[config.mk]
export PLATFORM = sky130hd
export DESIGN_NAME = ebarb_top
export DESIGN_NICKNAME = d
export VERILOG_FILES = /design/src/design/ebarb_pkg.sv /design/src/design/ebarb_sync.sv /design/src/design/ebarb_prio.sv /design/src/design/ebarb_top.sv
export SDC_FILE = /design/constraint.sdc
export NUM_CORES = 1
export LEC_CHECK = 0
export BUFFER_PORTS_ARGS = -buffer_cell sky130_fd_sc_hd__buf_4
export CELL_PAD_IN_SITES_DETAIL_PLACEMENT = 1
export CELL_PAD_IN_SITES_GLOBAL_PLACEMENT = 1
export CORE_MARGIN = 5
export CORE_UTILIZATION = 30
export CTS_BUF_LIST = sky130_fd_sc_hd__clkbuf_16
export DETAILED_ROUTE_END_ITERATION = 6
export HOLD_SLACK_MARGIN = 0.12
export PLACE_DENSITY = 0.57
export SYNTH_ARGS = -nofsm -noshare
export SYNTH_HDL_FRONTEND = slang
export SYNTH_HIERARCHICAL = 1
export SYNTH_SLANG_ARGS = --single-unit
[constraint.sdc]
create_clock -name core_clk -period 13.4 [get_ports core_clk]
set_input_delay 0.67 -clock core_clk [delete_from_list [all_inputs] [get_ports core_clk]]
set_output_delay 0.67 -clock core_clk [all_outputs]
set_load 0.05 [all_outputs]
[src/design/ebarb_pkg.sv]
// Package: constants, widths and state types for the external bus ownership arbiter
package ebarb_pkg;
    // ******************************************************************
    // Widths
    // ******************************************************************
    localparam int unsigned NUM_PEERS = 6;
    localparam int unsigned ID_W      = 3;
    localparam int unsigned ADDR_W    = 32;
    localparam int unsigned DATA_W    = 48;
    localparam int unsigned SEL_W     = 4;
    localparam int unsigned CTL_W     = 5;

    // ******************************************************************
    // Encodings and reset values
    // ******************************************************************
    localparam logic [ID_W-1:0]      ID_SINGLE    = 3'h0;
    localparam logic [ID_W-1:0]      ID_FIRST     = 3'h1;
    localparam logic [NUM_PEERS-1:0] PEERS_IDLE   = 6'h3f;
    localparam logic [ID_W-1:0]      LAST_RST     = 3'h6;
    localparam logic [ID_W-1:0]      ID_MAX       = 3'h6;
    localparam logic                 ROTATING_PRIORITY_SELECT_RST     = 1'b0;

    // Bus ownership states, Gray coded along idle -> request -> master -> host
    typedef enum logic [1:0] {
        EBARB_IDLE   = 2'b00,
        EBARB_REQ    = 2'b01,
        EBARB_MASTER = 2'b11,
        EBARB_HOST   = 2'b10
    } ebarb_own_e;
endpackage : ebarb_pkg

[src/design/ebarb_sync.sv]
// Two-stage synchroniser for a group of pin inputs
`timescale 1ns/1ps
module ebarb_sync #(
    parameter int unsigned W   = 1,
    parameter logic [W-1:0] RST = '1
) (
    input  wire logic         core_clk, // Core clock
    input  wire logic         sys_rst,  // Synchronous reset
    input  wire logic [W-1:0] din,      // Asynchronous pins
    output logic      [W-1:0] dout      // Synchronised copy
);
    logic [W-1:0] meta_ff;
    logic [W-1:0] sync_ff;
    logic [W-1:0] nxt_meta;
    logic [W-1:0] nxt_sync;

    // Next values of both stages
    always_comb begin
        nxt_meta = sys_rst ? RST : din;
        nxt_sync = sys_rst ? RST : meta_ff;
    end

    // Register stages; first stage only feeds the second
    always_ff @(posedge core_clk) begin
        meta_ff <= nxt_meta;
        sync_ff <= nxt_sync;
    end

    assign dout = sync_ff;
endmodule : ebarb_sync

[src/design/ebarb_prio.sv]
// Peer request priority picker: fixed or rotating
`timescale 1ns/1ps
module ebarb_prio
    import ebarb_pkg::*;
(
    input  wire logic [NUM_PEERS-1:0] req,      // Active-high requests, bit0 = ID 1
    input  wire logic                 rotate,   // High selects rotating priority
    input  wire logic [ID_W-1:0]      last_id,  // Last master ID for rotation
    output logic      [ID_W-1:0]      win_id,   // Winning ID, 0 when none
    output logic                      win_vld   // Some request present
);
    logic [ID_W-1:0] cand;
    logic            found;

    // Scan from the start point; fixed starts at ID 1, rotating after last master
    always_comb begin
        win_id  = ID_SINGLE;
        found   = 1'b0;
        cand    = ID_SINGLE;
        for (int unsigned k = 0; k < NUM_PEERS; k++) begin
            if (rotate) begin
                cand = ID_W'((32'(last_id) + k) % NUM_PEERS + 1);
            end else begin
                cand = ID_W'(k + 1);
            end
            if (!found && req[cand - ID_FIRST]) begin
                win_id = cand;
                found  = 1'b1;
            end
        end
        win_vld = found;
    end
endmodule : ebarb_prio

[src/design/ebarb_top.sv]
// External bus ownership arbiter: peer and host arbitration, bus float control
`timescale 1ns/1ps
module ebarb_top
    import ebarb_pkg::*;
(
    input  wire logic                 core_clk,          // Core clock, 100 MHz
    input  wire logic                 sys_rst,           // Synchronous reset, active high
    input  wire logic [ID_W-1:0]      processor_number,  // Static ID straps
    input  wire logic                 rotating_priority_select, // High: rotating priority
    input  wire logic                 ready_active_drive_bit,   // High: ready actively driven
    input  wire logic                 suspend_bus_float_n,      // Suspend input, active low
    input  wire logic                 host_bus_request_n,       // Host request, active low
    input  wire logic                 chip_select_n,            // Host chip select, active low
    input  wire logic [NUM_PEERS-1:0] peer_bus_request_in_n,    // Peer request pins in, active low
    output logic      [NUM_PEERS-1:0] peer_bus_request_out_n,   // Peer request pins out
    output logic      [NUM_PEERS-1:0] peer_bus_request_oe,      // Peer request enables
    input  wire logic                 host_bus_grant_in_n,      // Grant pin in, active low
    output logic                      host_bus_grant_out_n,     // Grant pin out
    output logic                      host_bus_grant_oe,        // Grant pin enable
    output logic                      host_wait_ready_out,      // Ready pin level
    output logic                      host_wait_ready_oe,       // Ready pin enable
    input  wire logic                 core_priority_access_in_n, // Shared core priority in
    output logic                      core_priority_access_out_n, // Core priority out, always low
    output logic                      core_priority_access_oe,  // Core priority pull-down enable
    input  wire logic                 core_req,          // Core wants external bus, same domain
    input  wire logic                 dma_req,           // Background DMA wants bus, same domain
    input  wire logic                 host_wait,         // Internal memory not ready for host
    input  wire logic                 slave_wait,        // Internal memory not ready for master
    input  wire logic                 slave_access,      // This slave is being accessed
    output logic                      ack_out_n,         // Acknowledge pull low
    output logic                      ack_oe,            // Acknowledge drive enable
    output logic                      bus_oe,            // Enable for address, data, selects, strobes
    output logic                      bus_master,        // This processor owns the bus
    output logic                      access_go,         // External access may proceed
    output logic                      host_granted       // Host owns the bus (monitored)
);
    // ******************************************************************
    // Pin synchronisers
    // ******************************************************************
    logic [NUM_PEERS-1:0] peer_s_n;
    logic                 hbr_s_n;
    logic                 cs_s_n;
    logic                 susp_s_n;
    logic                 hbg_s_n;
    logic                 cpa_s_n;
    logic                 rotating_priority_select_s;

    // All arbitration lines sampled on the same core edge
    ebarb_sync #(.W(NUM_PEERS), .RST(PEERS_IDLE)) u_sync_peer (
        .core_clk (core_clk),
        .sys_rst  (sys_rst),
        .din      (peer_bus_request_in_n),
        .dout     (peer_s_n)
    );
    // Host, suspend, grant and core priority pins idle high
    ebarb_sync #(.W(CTL_W)) u_sync_ctl (
        .core_clk (core_clk),
        .sys_rst  (sys_rst),
        .din      ({host_bus_request_n, chip_select_n, suspend_bus_float_n,
                    host_bus_grant_in_n, core_priority_access_in_n}),
        .dout     ({hbr_s_n, cs_s_n, susp_s_n, hbg_s_n, cpa_s_n})
    );
    // Priority select comes out of reset as fixed priority
    ebarb_sync #(.W(1), .RST(ROTATING_PRIORITY_SELECT_RST)) u_sync_rotating_priority_select (
        .core_clk (core_clk),
        .sys_rst  (sys_rst),
        .din      (rotating_priority_select),
        .dout     (rotating_priority_select_s)
    );

    // ******************************************************************
    // Straps and identity
    // ******************************************************************
    logic [ID_W-1:0] id_ff;
    logic [ID_W-1:0] nxt_id;
    logic            single;

    // ID captured while reset is held; static afterwards
    always_comb begin
        nxt_id = sys_rst ? processor_number : id_ff;
    end
    // Hold the captured ID
    always_ff @(posedge core_clk) begin
        id_ff <= nxt_id;
    end
    // Zero or an out-of-range strap runs alone
    assign single = (id_ff == ID_SINGLE) || (id_ff > ID_MAX);

    // ******************************************************************
    // Peer priority decision
    // ******************************************************************
    ebarb_own_e           st_ff;
    ebarb_own_e           nxt_st;
    logic [ID_W-1:0]      last_ff;
    logic [ID_W-1:0]      nxt_last;
    logic [NUM_PEERS-1:0] own_mask;
    logic [NUM_PEERS-1:0] req_act;
    logic [ID_W-1:0]      win_id;
    logic                 win_vld;
    logic                 want;
    logic                 cpa_block;

    // One-hot mask of own request line
    for (genvar g = 0; g < NUM_PEERS; g++) begin : g_own
        assign own_mask[g] = !single && (id_ff == ID_W'(g + 1));
    end

    // Others' active requests from pins, own from the registered drive
    assign req_act = (~peer_s_n & ~own_mask) | (own_mask & ~peer_bus_request_out_n);

    ebarb_prio u_prio (
        .req     (req_act),
        .rotate  (rotating_priority_select_s),
        .last_id (last_ff),
        .win_id  (win_id),
        .win_vld (win_vld)
    );

    // Core priority: any asserted line holds off DMA-only requests
    assign cpa_block = !cpa_s_n && !core_req;
    assign want      = core_req || (dma_req && !cpa_block);

    // ******************************************************************
    // Peer tenure
    // ******************************************************************
    logic peer_hold_ff;
    logic nxt_peer_hold;
    logic last_req;
    logic peer_busy;

    // Line of the last winner still low
    assign last_req  = req_act[last_ff - ID_FIRST];
    // A winning peer keeps the bus while it requests, so two never drive it
    assign peer_busy = peer_hold_ff && last_req;

    // ******************************************************************
    // Ownership state machine
    // ******************************************************************
    // Host beats peers; master yields and grants while host holds request
    always_comb begin
        nxt_st        = st_ff;
        nxt_last      = last_ff;
        // Tenure ends once the winner's line goes high
        nxt_peer_hold = peer_hold_ff && last_req;
        unique case (st_ff)
            EBARB_IDLE: begin
                if (!hbr_s_n) begin
                    nxt_st = EBARB_HOST;
                end else if (want) begin
                    nxt_st = single ? EBARB_MASTER : EBARB_REQ;
                end
            end
            EBARB_REQ: begin
                if (!hbr_s_n || !hbg_s_n) begin
                    nxt_st = EBARB_HOST;
                end else if (!want) begin
                    nxt_st = EBARB_IDLE;
                end else if (peer_busy) begin
                    nxt_st = EBARB_REQ;
                end else if (win_vld && win_id == id_ff) begin
                    nxt_st   = EBARB_MASTER;
                    nxt_last = id_ff;
                end else if (win_vld) begin
                    nxt_last      = win_id;
                    nxt_peer_hold = 1'b1;
                end
            end
            EBARB_MASTER: begin
                if (!hbr_s_n) begin
                    nxt_st = EBARB_HOST;
                end else if (!want) begin
                    nxt_st = EBARB_IDLE;
                end
            end
            EBARB_HOST: begin
                if (hbr_s_n && hbg_s_n) begin
                    nxt_st = EBARB_IDLE;
                end
            end
        endcase
        if (sys_rst) begin
            nxt_st        = EBARB_IDLE;
            nxt_last      = LAST_RST;
            nxt_peer_hold = 1'b0;
        end
    end
    // Register ownership, rotation point and tenure
    always_ff @(posedge core_clk) begin
        st_ff        <= nxt_st;
        last_ff      <= nxt_last;
        peer_hold_ff <= nxt_peer_hold;
    end

    // ******************************************************************
    // Pin drive registers
    // ******************************************************************
    logic                 was_master_ff;
    logic                 nxt_was_master;
    logic [NUM_PEERS-1:0] nxt_br_n;
    logic [NUM_PEERS-1:0] nxt_br_oe;
    logic                 nxt_hbg_n;
    logic                 nxt_hbg_oe;
    logic                 nxt_rdy;
    logic                 nxt_rdy_oe;
    logic                 nxt_cpa_oe;
    logic                 nxt_ack_oe;
    logic                 nxt_bus_oe;
    logic                 nxt_master;
    logic                 nxt_go;
    logic                 nxt_hgr;
    logic                 own_bus;
    logic                 host_sel;

    assign own_bus  = (nxt_st == EBARB_MASTER);
    assign host_sel = !cs_s_n && !hbr_s_n;

    // Compute next pin drives from the decided ownership
    always_comb begin
        // Grant driven only by the master that handed over the bus
        nxt_was_master = (st_ff == EBARB_MASTER) ? 1'b1 :
                         (st_ff == EBARB_HOST) ? was_master_ff : 1'b0;
        nxt_hbg_oe = (nxt_st == EBARB_HOST) && nxt_was_master;
        nxt_hbg_n  = !(nxt_st == EBARB_HOST && !hbr_s_n);
        nxt_br_oe  = own_mask;
        nxt_br_n   = ~(own_mask & {NUM_PEERS{nxt_st == EBARB_REQ || own_bus}});
        nxt_rdy    = !host_wait;
        // Open drain drives only low; active mode drives both levels
        nxt_rdy_oe = host_sel && (ready_active_drive_bit || host_wait);
        nxt_cpa_oe = core_req && !own_bus && !single;
        nxt_ack_oe = slave_access && slave_wait;
        nxt_bus_oe = own_bus && susp_s_n;
        nxt_master = own_bus;
        nxt_go     = own_bus && susp_s_n && (core_req || dma_req);
        nxt_hgr    = (nxt_st == EBARB_HOST);
        if (sys_rst) begin
            nxt_was_master = 1'b0;
            nxt_hbg_oe     = 1'b0;
            nxt_hbg_n      = 1'b1;
            nxt_br_oe      = '0;
            nxt_br_n       = PEERS_IDLE;
            nxt_rdy        = 1'b1;
            nxt_rdy_oe     = 1'b0;
            nxt_cpa_oe     = 1'b0;
            nxt_ack_oe     = 1'b0;
            nxt_bus_oe     = 1'b0;
            nxt_master     = 1'b0;
            nxt_go         = 1'b0;
            nxt_hgr        = 1'b0;
        end
    end

    // Register every pin drive except the open-drain levels
    always_ff @(posedge core_clk) begin
        was_master_ff           <= nxt_was_master;
        host_bus_grant_oe       <= nxt_hbg_oe;
        host_bus_grant_out_n    <= nxt_hbg_n;
        peer_bus_request_oe     <= nxt_br_oe;
        peer_bus_request_out_n  <= nxt_br_n;
        host_wait_ready_out     <= nxt_rdy;
        host_wait_ready_oe      <= nxt_rdy_oe;
        core_priority_access_oe <= nxt_cpa_oe;
        ack_oe                  <= nxt_ack_oe;
        bus_oe                  <= nxt_bus_oe;
        bus_master              <= nxt_master;
        access_go               <= nxt_go;
        host_granted            <= nxt_hgr;
    end

    // ******************************************************************
    // Open-drain levels
    // ******************************************************************
    // Open-drain lines only ever pull low
    always_ff @(posedge core_clk) begin
        core_priority_access_out_n <= 1'b0;
        ack_out_n                  <= 1'b0;
    end
endmodule : ebarb_top

== Yosys cells after proc, flatten, opt, wreduce, memory -nomap -nowiden ==
Index checks and enable logic that the tools add are counted.

* Register bits after elaboration: 56
* Logic and storage cells: 182

* Add/sub/neg operators: 18
* Div/mod/pow operators: 6
* $lt $le $gt $ge: 8
* Eq/ne operators: 13
* Muxes and demuxes: 54
* Bitwise gates (word level): 10
* Reductions and logical operators: 50

{| class="wikitable"
|+ Operator list
! cell !! number
|-
| $mod 32x3->32 const B || 5
|-
| $mux 3 || 14
|-
| $mod 3x3->32 const B || 1
|-
| $lt 3x4->1 const B || 7
|-
| $logic_and 1x1->1 || 25
|-
| $not 6->6 || 4
|-
| $mux 2 || 11
|-
| $bmux 1 s3 || 7
|-
| $mux 1 || 21
|-
| $sub 3x1->3 const B || 7
|-
| $add 3x1->3 const B || 6
|-
| $and 6x6->6 || 3
|-
| $logic_not 1->1 || 15
|-
| $eq 3x3->1 const B || 3
|-
| $add 3x2->4 const B || 2
|-
| $add 3x3->4 const B || 2
|-
| $eq 2x2->1 const B || 4
|-
| $pmux 2 s4 || 1
|-
| $eq 3x2->1 const B || 2
|-
| $logic_or 1x1->1 || 6
|-
| $or 6x6->6 || 1
|-
| $reduce_and 5->1 || 1
|-
| $add 3x1->4 const B || 1
|-
| $eq 2x1->1 const B || 2
|-
| other kinds (7) || 8
|}

== Longest topological paths before layout ==
* Word-level depth: 37
* Gate-level depth with buffers: 28
* Mapped depth without buffers: 27

== By module ==
Netlist, hierarchy kept.

{| class="wikitable"
|+ Modules (own cells, without submodules)
! module !! times used !! cells an instance !! area an instance (um2) !! seq. area each (um2)
|-
| ebarb_top || 1 || 141 || 1,401.3 || 670.6
|-
| ebarb_prio || 1 || 176 || 1,351.3 || 0.0
|-
| ebarb_sync (u_sync_peer) || 1 || 25 || 320.3 || 240.2
|-
| ebarb_sync (u_sync_ctl) || 1 || 20 || 262.8 || 200.2
|-
| ebarb_sync (u_sync_rotating_priority_select) || 1 || 4 || 52.6 || 40.0
|}

== Worst setup path before layout ==
No wires, ideal clock.

* Kind: register to register
* From: register last_ff[1]
* To: register core_priority_access_oe
* Data arrival time: 5,144 ps
* Required time: 13,297 ps
* Setup slack: 8,152 ps
* Stages on the path, launching flop included: 28
* Path buffers: 0
* Cell sequence: dfxtp_1 -> inv_1 -> ha_1 -> ha_1 -> nor2_1 -> inv_1 -> ha_1 -> inv_1 -> and3_1 -> nor2_1 -> a31oi_1 -> a21oi_1 -> ha_1 -> nand2_1 -> ha_1 -> mux4_2 -> nand2_1 -> a211oi_2 -> nor2_1 -> and2_1 -> o2111a_1 -> or4_1 -> xnor2_1 -> a41oi_1 -> nor2_1 -> o31ai_2 -> a21oi_2 -> a2111oi_2

* Longest elaborated chain between the ends: 34

{| class="wikitable"
|+ Ends and longest elaborated chain
! element !! RTL line !! RTL
|-
| start: declaration || ebarb_top.sv:94 || <nowiki>logic [ID_W-1:0] last_ff;</nowiki>
|-
| start signal: assignment || ebarb_top.sv:190 || <nowiki>last_ff <= nxt_last;</nowiki>
|-
| parallel branches: the longest is 21 deep, another holds $mod 32x3->32 || - ||
|-
| $mux 3 (*) || ebarb_prio.sv:26 || <nowiki>if (!found && req[cand - ID_FIRST]) begin</nowiki>
|-
| net win_id[2] || ebarb_top.sv:98 || <nowiki>logic [ID_W-1:0] win_id;</nowiki>
|-
| $eq 3x3->1 (*) || ebarb_top.sv:160 || <nowiki>end else if (win_vld && win_id == id_ff) begin</nowiki>
|-
| $logic_and 1x1->1 (*) || ebarb_top.sv:160 ||
|-
| $mux 2 (*) || ebarb_top.sv:160 ||
|-
| $mux 2 (*) || ebarb_top.sv:158 || <nowiki>end else if (peer_busy) begin</nowiki>
|-
| $mux 2 (*) || ebarb_top.sv:156 || <nowiki>end else if (!want) begin</nowiki>
|-
| $mux 2 (*) || ebarb_top.sv:154 || <nowiki>if (!hbr_s_n || !hbg_s_n) begin</nowiki>
|-
| $pmux 2 s4 (*) || ebarb_top.sv:145 || <nowiki>unique case (st_ff)</nowiki>
|-
| $mux 2 (*) || ebarb_top.sv:181 || <nowiki>if (sys_rst) begin</nowiki>
|-
| $eq 2x2->1 (*) || ebarb_top.sv:214 || <nowiki>assign own_bus = (nxt_st == EBARB_MASTER);</nowiki>
|-
| $logic_not 1->1 (*) || ebarb_top.sv:229 || <nowiki>nxt_cpa_oe = core_req && !own_bus && !single;</nowiki>
|-
| $logic_and 1x1->1 (*) (2 in series) || ebarb_top.sv:229 ||
|-
| end signal: assignment || ebarb_top.sv:261 || <nowiki>core_priority_access_oe <= nxt_cpa_oe;</nowiki>
|-
| end: declaration || ebarb_top.sv:24 || <nowiki>output logic core_priority_access_oe,</nowiki>
|}

Mark *: on every way through the listed nets, which the timed path passes. The select of a mux whose other input is x is not followed.
A chain may end at the register's enable or synchronous reset.

== Worst setup path after layout ==
* From: register last_ff[2]
* To: register core_priority_access_oe

The elaborated chain is that of the path after synthesis.

==> flow_results.org <==
** Run status
- The run finished with clean final reports.

** Timing
- The count of endpoints failing hold in the final timing report was 0.
- Final Skew :: 0.00487 ns
- Headroom to the max-slew limit came out at 51.7%.
- Peak clock frequency supported by timing :: 162 MHz
- Slew Limit Fails :: 0
- Endpoints failing setup :: 0
- Final critical path time including I/O delays and setup :: 6.16 ns
- For the final routed database, the setup TNS stands at 0 ns.
- Worst Max-Slew Pin Slew :: approximately 0.72 ns
- Dividing the final minimum period by the clock period gives a little under half.
- Unrepaired setup endpoints after global routing :: false

** Logic synthesis
- Post-synth design cell area :: 0.00339 mm²
- A synthesized cell averages around 9.3 µm².
- Synthesis produced a netlist whose cell count is 366.
- Register bit total from synthesis :: 56
- YS warnings :: 6
- Summing the sequential cell areas from Yosys gives around 34% of the chip area.
- Of all flip-flops after synthesis, the portion carrying an async set or reset was 0%.
- In the synthesized netlist the dominant register cell turns out to be dfxtp_1.
- Yosys mapped the design onto 76 distinct sky130hd cell types.
- The synthesized design contains 3 enable-type register cells.

** Routing
- Summed over all layers, the routed wires come to 8210 µm.
- Detailed routing inserted a total of between 2000 and 3000 vias.
- Mean routed wirelength per cell :: 15.2 µm
- For this run, design rule violations remaining after detail routing come to 0.
- After detailed routing, the number of vias per cell comes to between 4 and 5.
- Drt first pass iters :: 4
- Post-DRT Antenna Nets :: 0
- Initial drt markers :: around 110

** Critical path
- In this design, the stage delay of the slowest critical-path cell is between 0.6 and 0.7 ns.
- The critical path runs through a total of 27 cells.
- The worst setup path is captured at a flip-flop.
- The cell that appears most often on the critical path is ha_1.
- Of all nets on the critical path, the largest fanout is 12.
- On the critical path the largest part of the delay comes from compound AO/OA/AOI/OAI gates.
- For the worst setup path, the data required time is between 10 and 15 ns.
- The worst setup path is launched from a flip-flop.
- Buf/Inv on CP :: 2
- Critical path data arrival time :: between 6 and 7 ns
- The critical path is of the reg -> reg type.
- Crit path max-delay cell type :: dfxtp_1
- For the worst flop-to-flop path, the logic depth is 27.

** Power
- The analysis attributes to net switching a power of 0.131 mW.
- VDD sags by at most 0.0675 mV.
- Combinational logic is responsible for 24.3% of the overall power.
- Internal portion of total power :: 0.290 mW
- The analysis attributes to cell leakage a power of 1.67 nW.
- Sw Share :: 31.1%
- Clock network power share :: between 30% and 40%
- Overall power of the completed layout :: 0.421 mW
- Power per standard cell area :: 107 mW/mm²
- Registers are responsible for 44.3% of the overall power.

** Worst hold path
- The path class of the tightest hold or removal check is reg -> reg.
- Number of cells traversed by the worst hold path :: 1

** Finish
- Total Nets Final :: 446
- Compared with the post-synthesis result, the final layout area differs by 16.2%.
- The post-route netlist has 20.4% of its cells at a drive strength greater than 1.
- Antenna cells :: 0

** Global route
- All-layer global routing usage :: 12.3%
- Global-route wire length before repair :: 13400 µm
- Summed over all layers, the global routing overflow is 0.
- The initial antenna violation count is 0.
- Via count of the first global-routing pass :: 2722
- Largest net degree at the start of global routing :: 49

** Clock tree
- Root buffer selected by CTS :: clkbuf_16
- Clock-pin slew on the worst setup and hold paths :: 0.07 ns
- Post-CTS repair timing setup buffer count :: 0
- Num Clock Sinks :: 56
- In this run, post-CTS hold repair placed 0 buffers.
- Post-cts gate resize count :: 0
- The H-tree was split into 2 levels.
- Largest buffer count on any clock path :: 2
- Clock tree from TritonCTS :: built
- The clock reaches the later pin of the worst-skew pair after 0.29 ns.
- TritonCTS created 5 clock buffers.

** Placement
- Port buffering added 44 buffers.
- The congestion estimate from routability-driven global placement came to 0.846.
- HPWL reported at the end of detailed placement :: 6330 µm

** Job
- Maximum Capacitance Violations :: 0

** Die
- Die outline width :: 116 µm
- In this run the core area contains 38 standard-cell rows.
- DIE HEIGHT :: approximately 120 µm
- Core region area :: 0.0109 mm²
- Initial standard-cell utilization of the core :: 31.0%
- Top-Level Pins :: 47
- Die outline area :: 0.0135 mm²
==> routing by layer <==
| metal | track usage, % | part of all wire (%) | vias up |
|---|---|---|---|
| met5 | 0 | 0 | - |
| met3 | 2.12 | 3.5 | 2 |
| met4 | 1.86 | 0.38 | 0 |
| met1 | 17.0 | 50 | 1272 |
| li1 | - | - | 1365 |
| met2 | 20.5 | 46 | 34 |
==> sequential cells by signal, indices dropped and copies added (netlist names), 2 cells and up <==
signal                  count
u_sync_ctl/meta_ff          5
last_ff                     3
id_ff                       3
peer_bus_request_oe         6
u_sync_peer/meta_ff         6
u_sync_ctl/dout             5
u_sync_peer/dout            6
peer_bus_request_out_n      6
st_ff                       2
==> worst paths after layout <==
path | startpoint | slack (ns) | to
max | last_ff[2]$_SDFFE_PP1P_ | 7.24 | core_priority_access_oe$_SDFF_PP0_
min | u_sync_ctl/dout[3]$_SDFF_PP1_ | 0.39 | host_wait_ready_oe$_SDFF_PP0_
max reg2reg | last_ff[2]$_SDFFE_PP1P_ | 7.24 | core_priority_access_oe$_SDFF_PP0_
min reg2reg | u_sync_ctl/dout[3]$_SDFF_PP1_ | 0.39 | host_wait_ready_oe$_SDFF_PP0_
==> power groups by stage <==
stage	Clock [mW]	Sequential, mW	Combinational (mW)
2_1_floorplan	0	0.194	0.0711
3_3_place_gp	0	0.190	0.101
3_5_place_dp	0	0.191	0.102
4_1_cts	0.137	0.187	0.103
5_1_grt	0.145	0.188	0.111
6_report	0.132	0.186	0.102
==> cells in the mapped netlist, drive strengths merged, types with 2 or more instances <==
cell type  count  area share (%)
o21ai          9             1.4
and2           7             1.3
nand3b         5             1.1
nand3          9             1.3
or2           25             4.6
mux4           2             1.3
nand2         23             2.8
clkbuf         8            0.92
a22oi          2            0.44
a21oi         10             1.6
a211oi         6             1.6
dfxtp         53              31
or3b           2            0.59
nor2          33             3.7
buf            9             2.4
a21boi         2            0.44
mux2i         13             3.8
edfxtp         3             2.7
a31oi          4             1.2
a2111oi        3             1.3
inv           18             2.1
nor3b          6             1.8
o211ai         4            0.89
nor3          15             2.2
and3           5            0.92
nand2b         8             1.5
and4b          5             1.5
o31ai          2            0.74
a221oi         3            0.96
xor2           3             1.0
xnor2          9             2.5
o211a          2            0.59
ha            21             7.8
nor4           4            0.92
or3            3            0.70
mux2           3             1.0
nor2b          8             1.5
==> placed cells by master, fill, tap and decap left out, types with 9 or more instances in the layout <==
cell type,count
nor3_1,15
nor2_1,33
dfxtp_1,53
inv_1,15
or2_1,22
buf_4,44
nand2_1,22
ha_1,21
nand3_1,9
a21oi_1,9
mux2i_1,13
==> metrics by stage <==
stage	hold slack (ns)	setup WS (ns)	instance area (µm²)	utilization (%)	std cells
after global placement	0.384	7.29	3790	34.6	534
final	0.394	7.24	3940	36.0	542
after CTS	0.395	7.18	3940	36.0	542
after floorplan	0.375	8.15	3390	-	367
after detailed placement	0.385	7.21	3790	34.6	534
after global routing	0.397	6.70	3940	36.0	542
==> cell families after synthesis <==
| family | synth area share (%) |
|---|---|
| simple gates | 27.1 |
| compound gates | 14.7 |
| flops | 34.0 |
| buf+inv | 5.35 |
| fa+ha+maj | 8.35 |
| mux | 6.17 |
| xor+xnor | 4.25 |
| other cells | 0.111 |
==> final cells by class <==
class,count,area (µm²)
flip-flops and latches,56,1150
clock buffers,5,125
well taps,140,175
multi-input cells,276,2060
repair buffers,44,330
fillers,1289,7000
inverters,18,70.1
clock inverters,3,27.5
(Power assumes the default switching activity.)
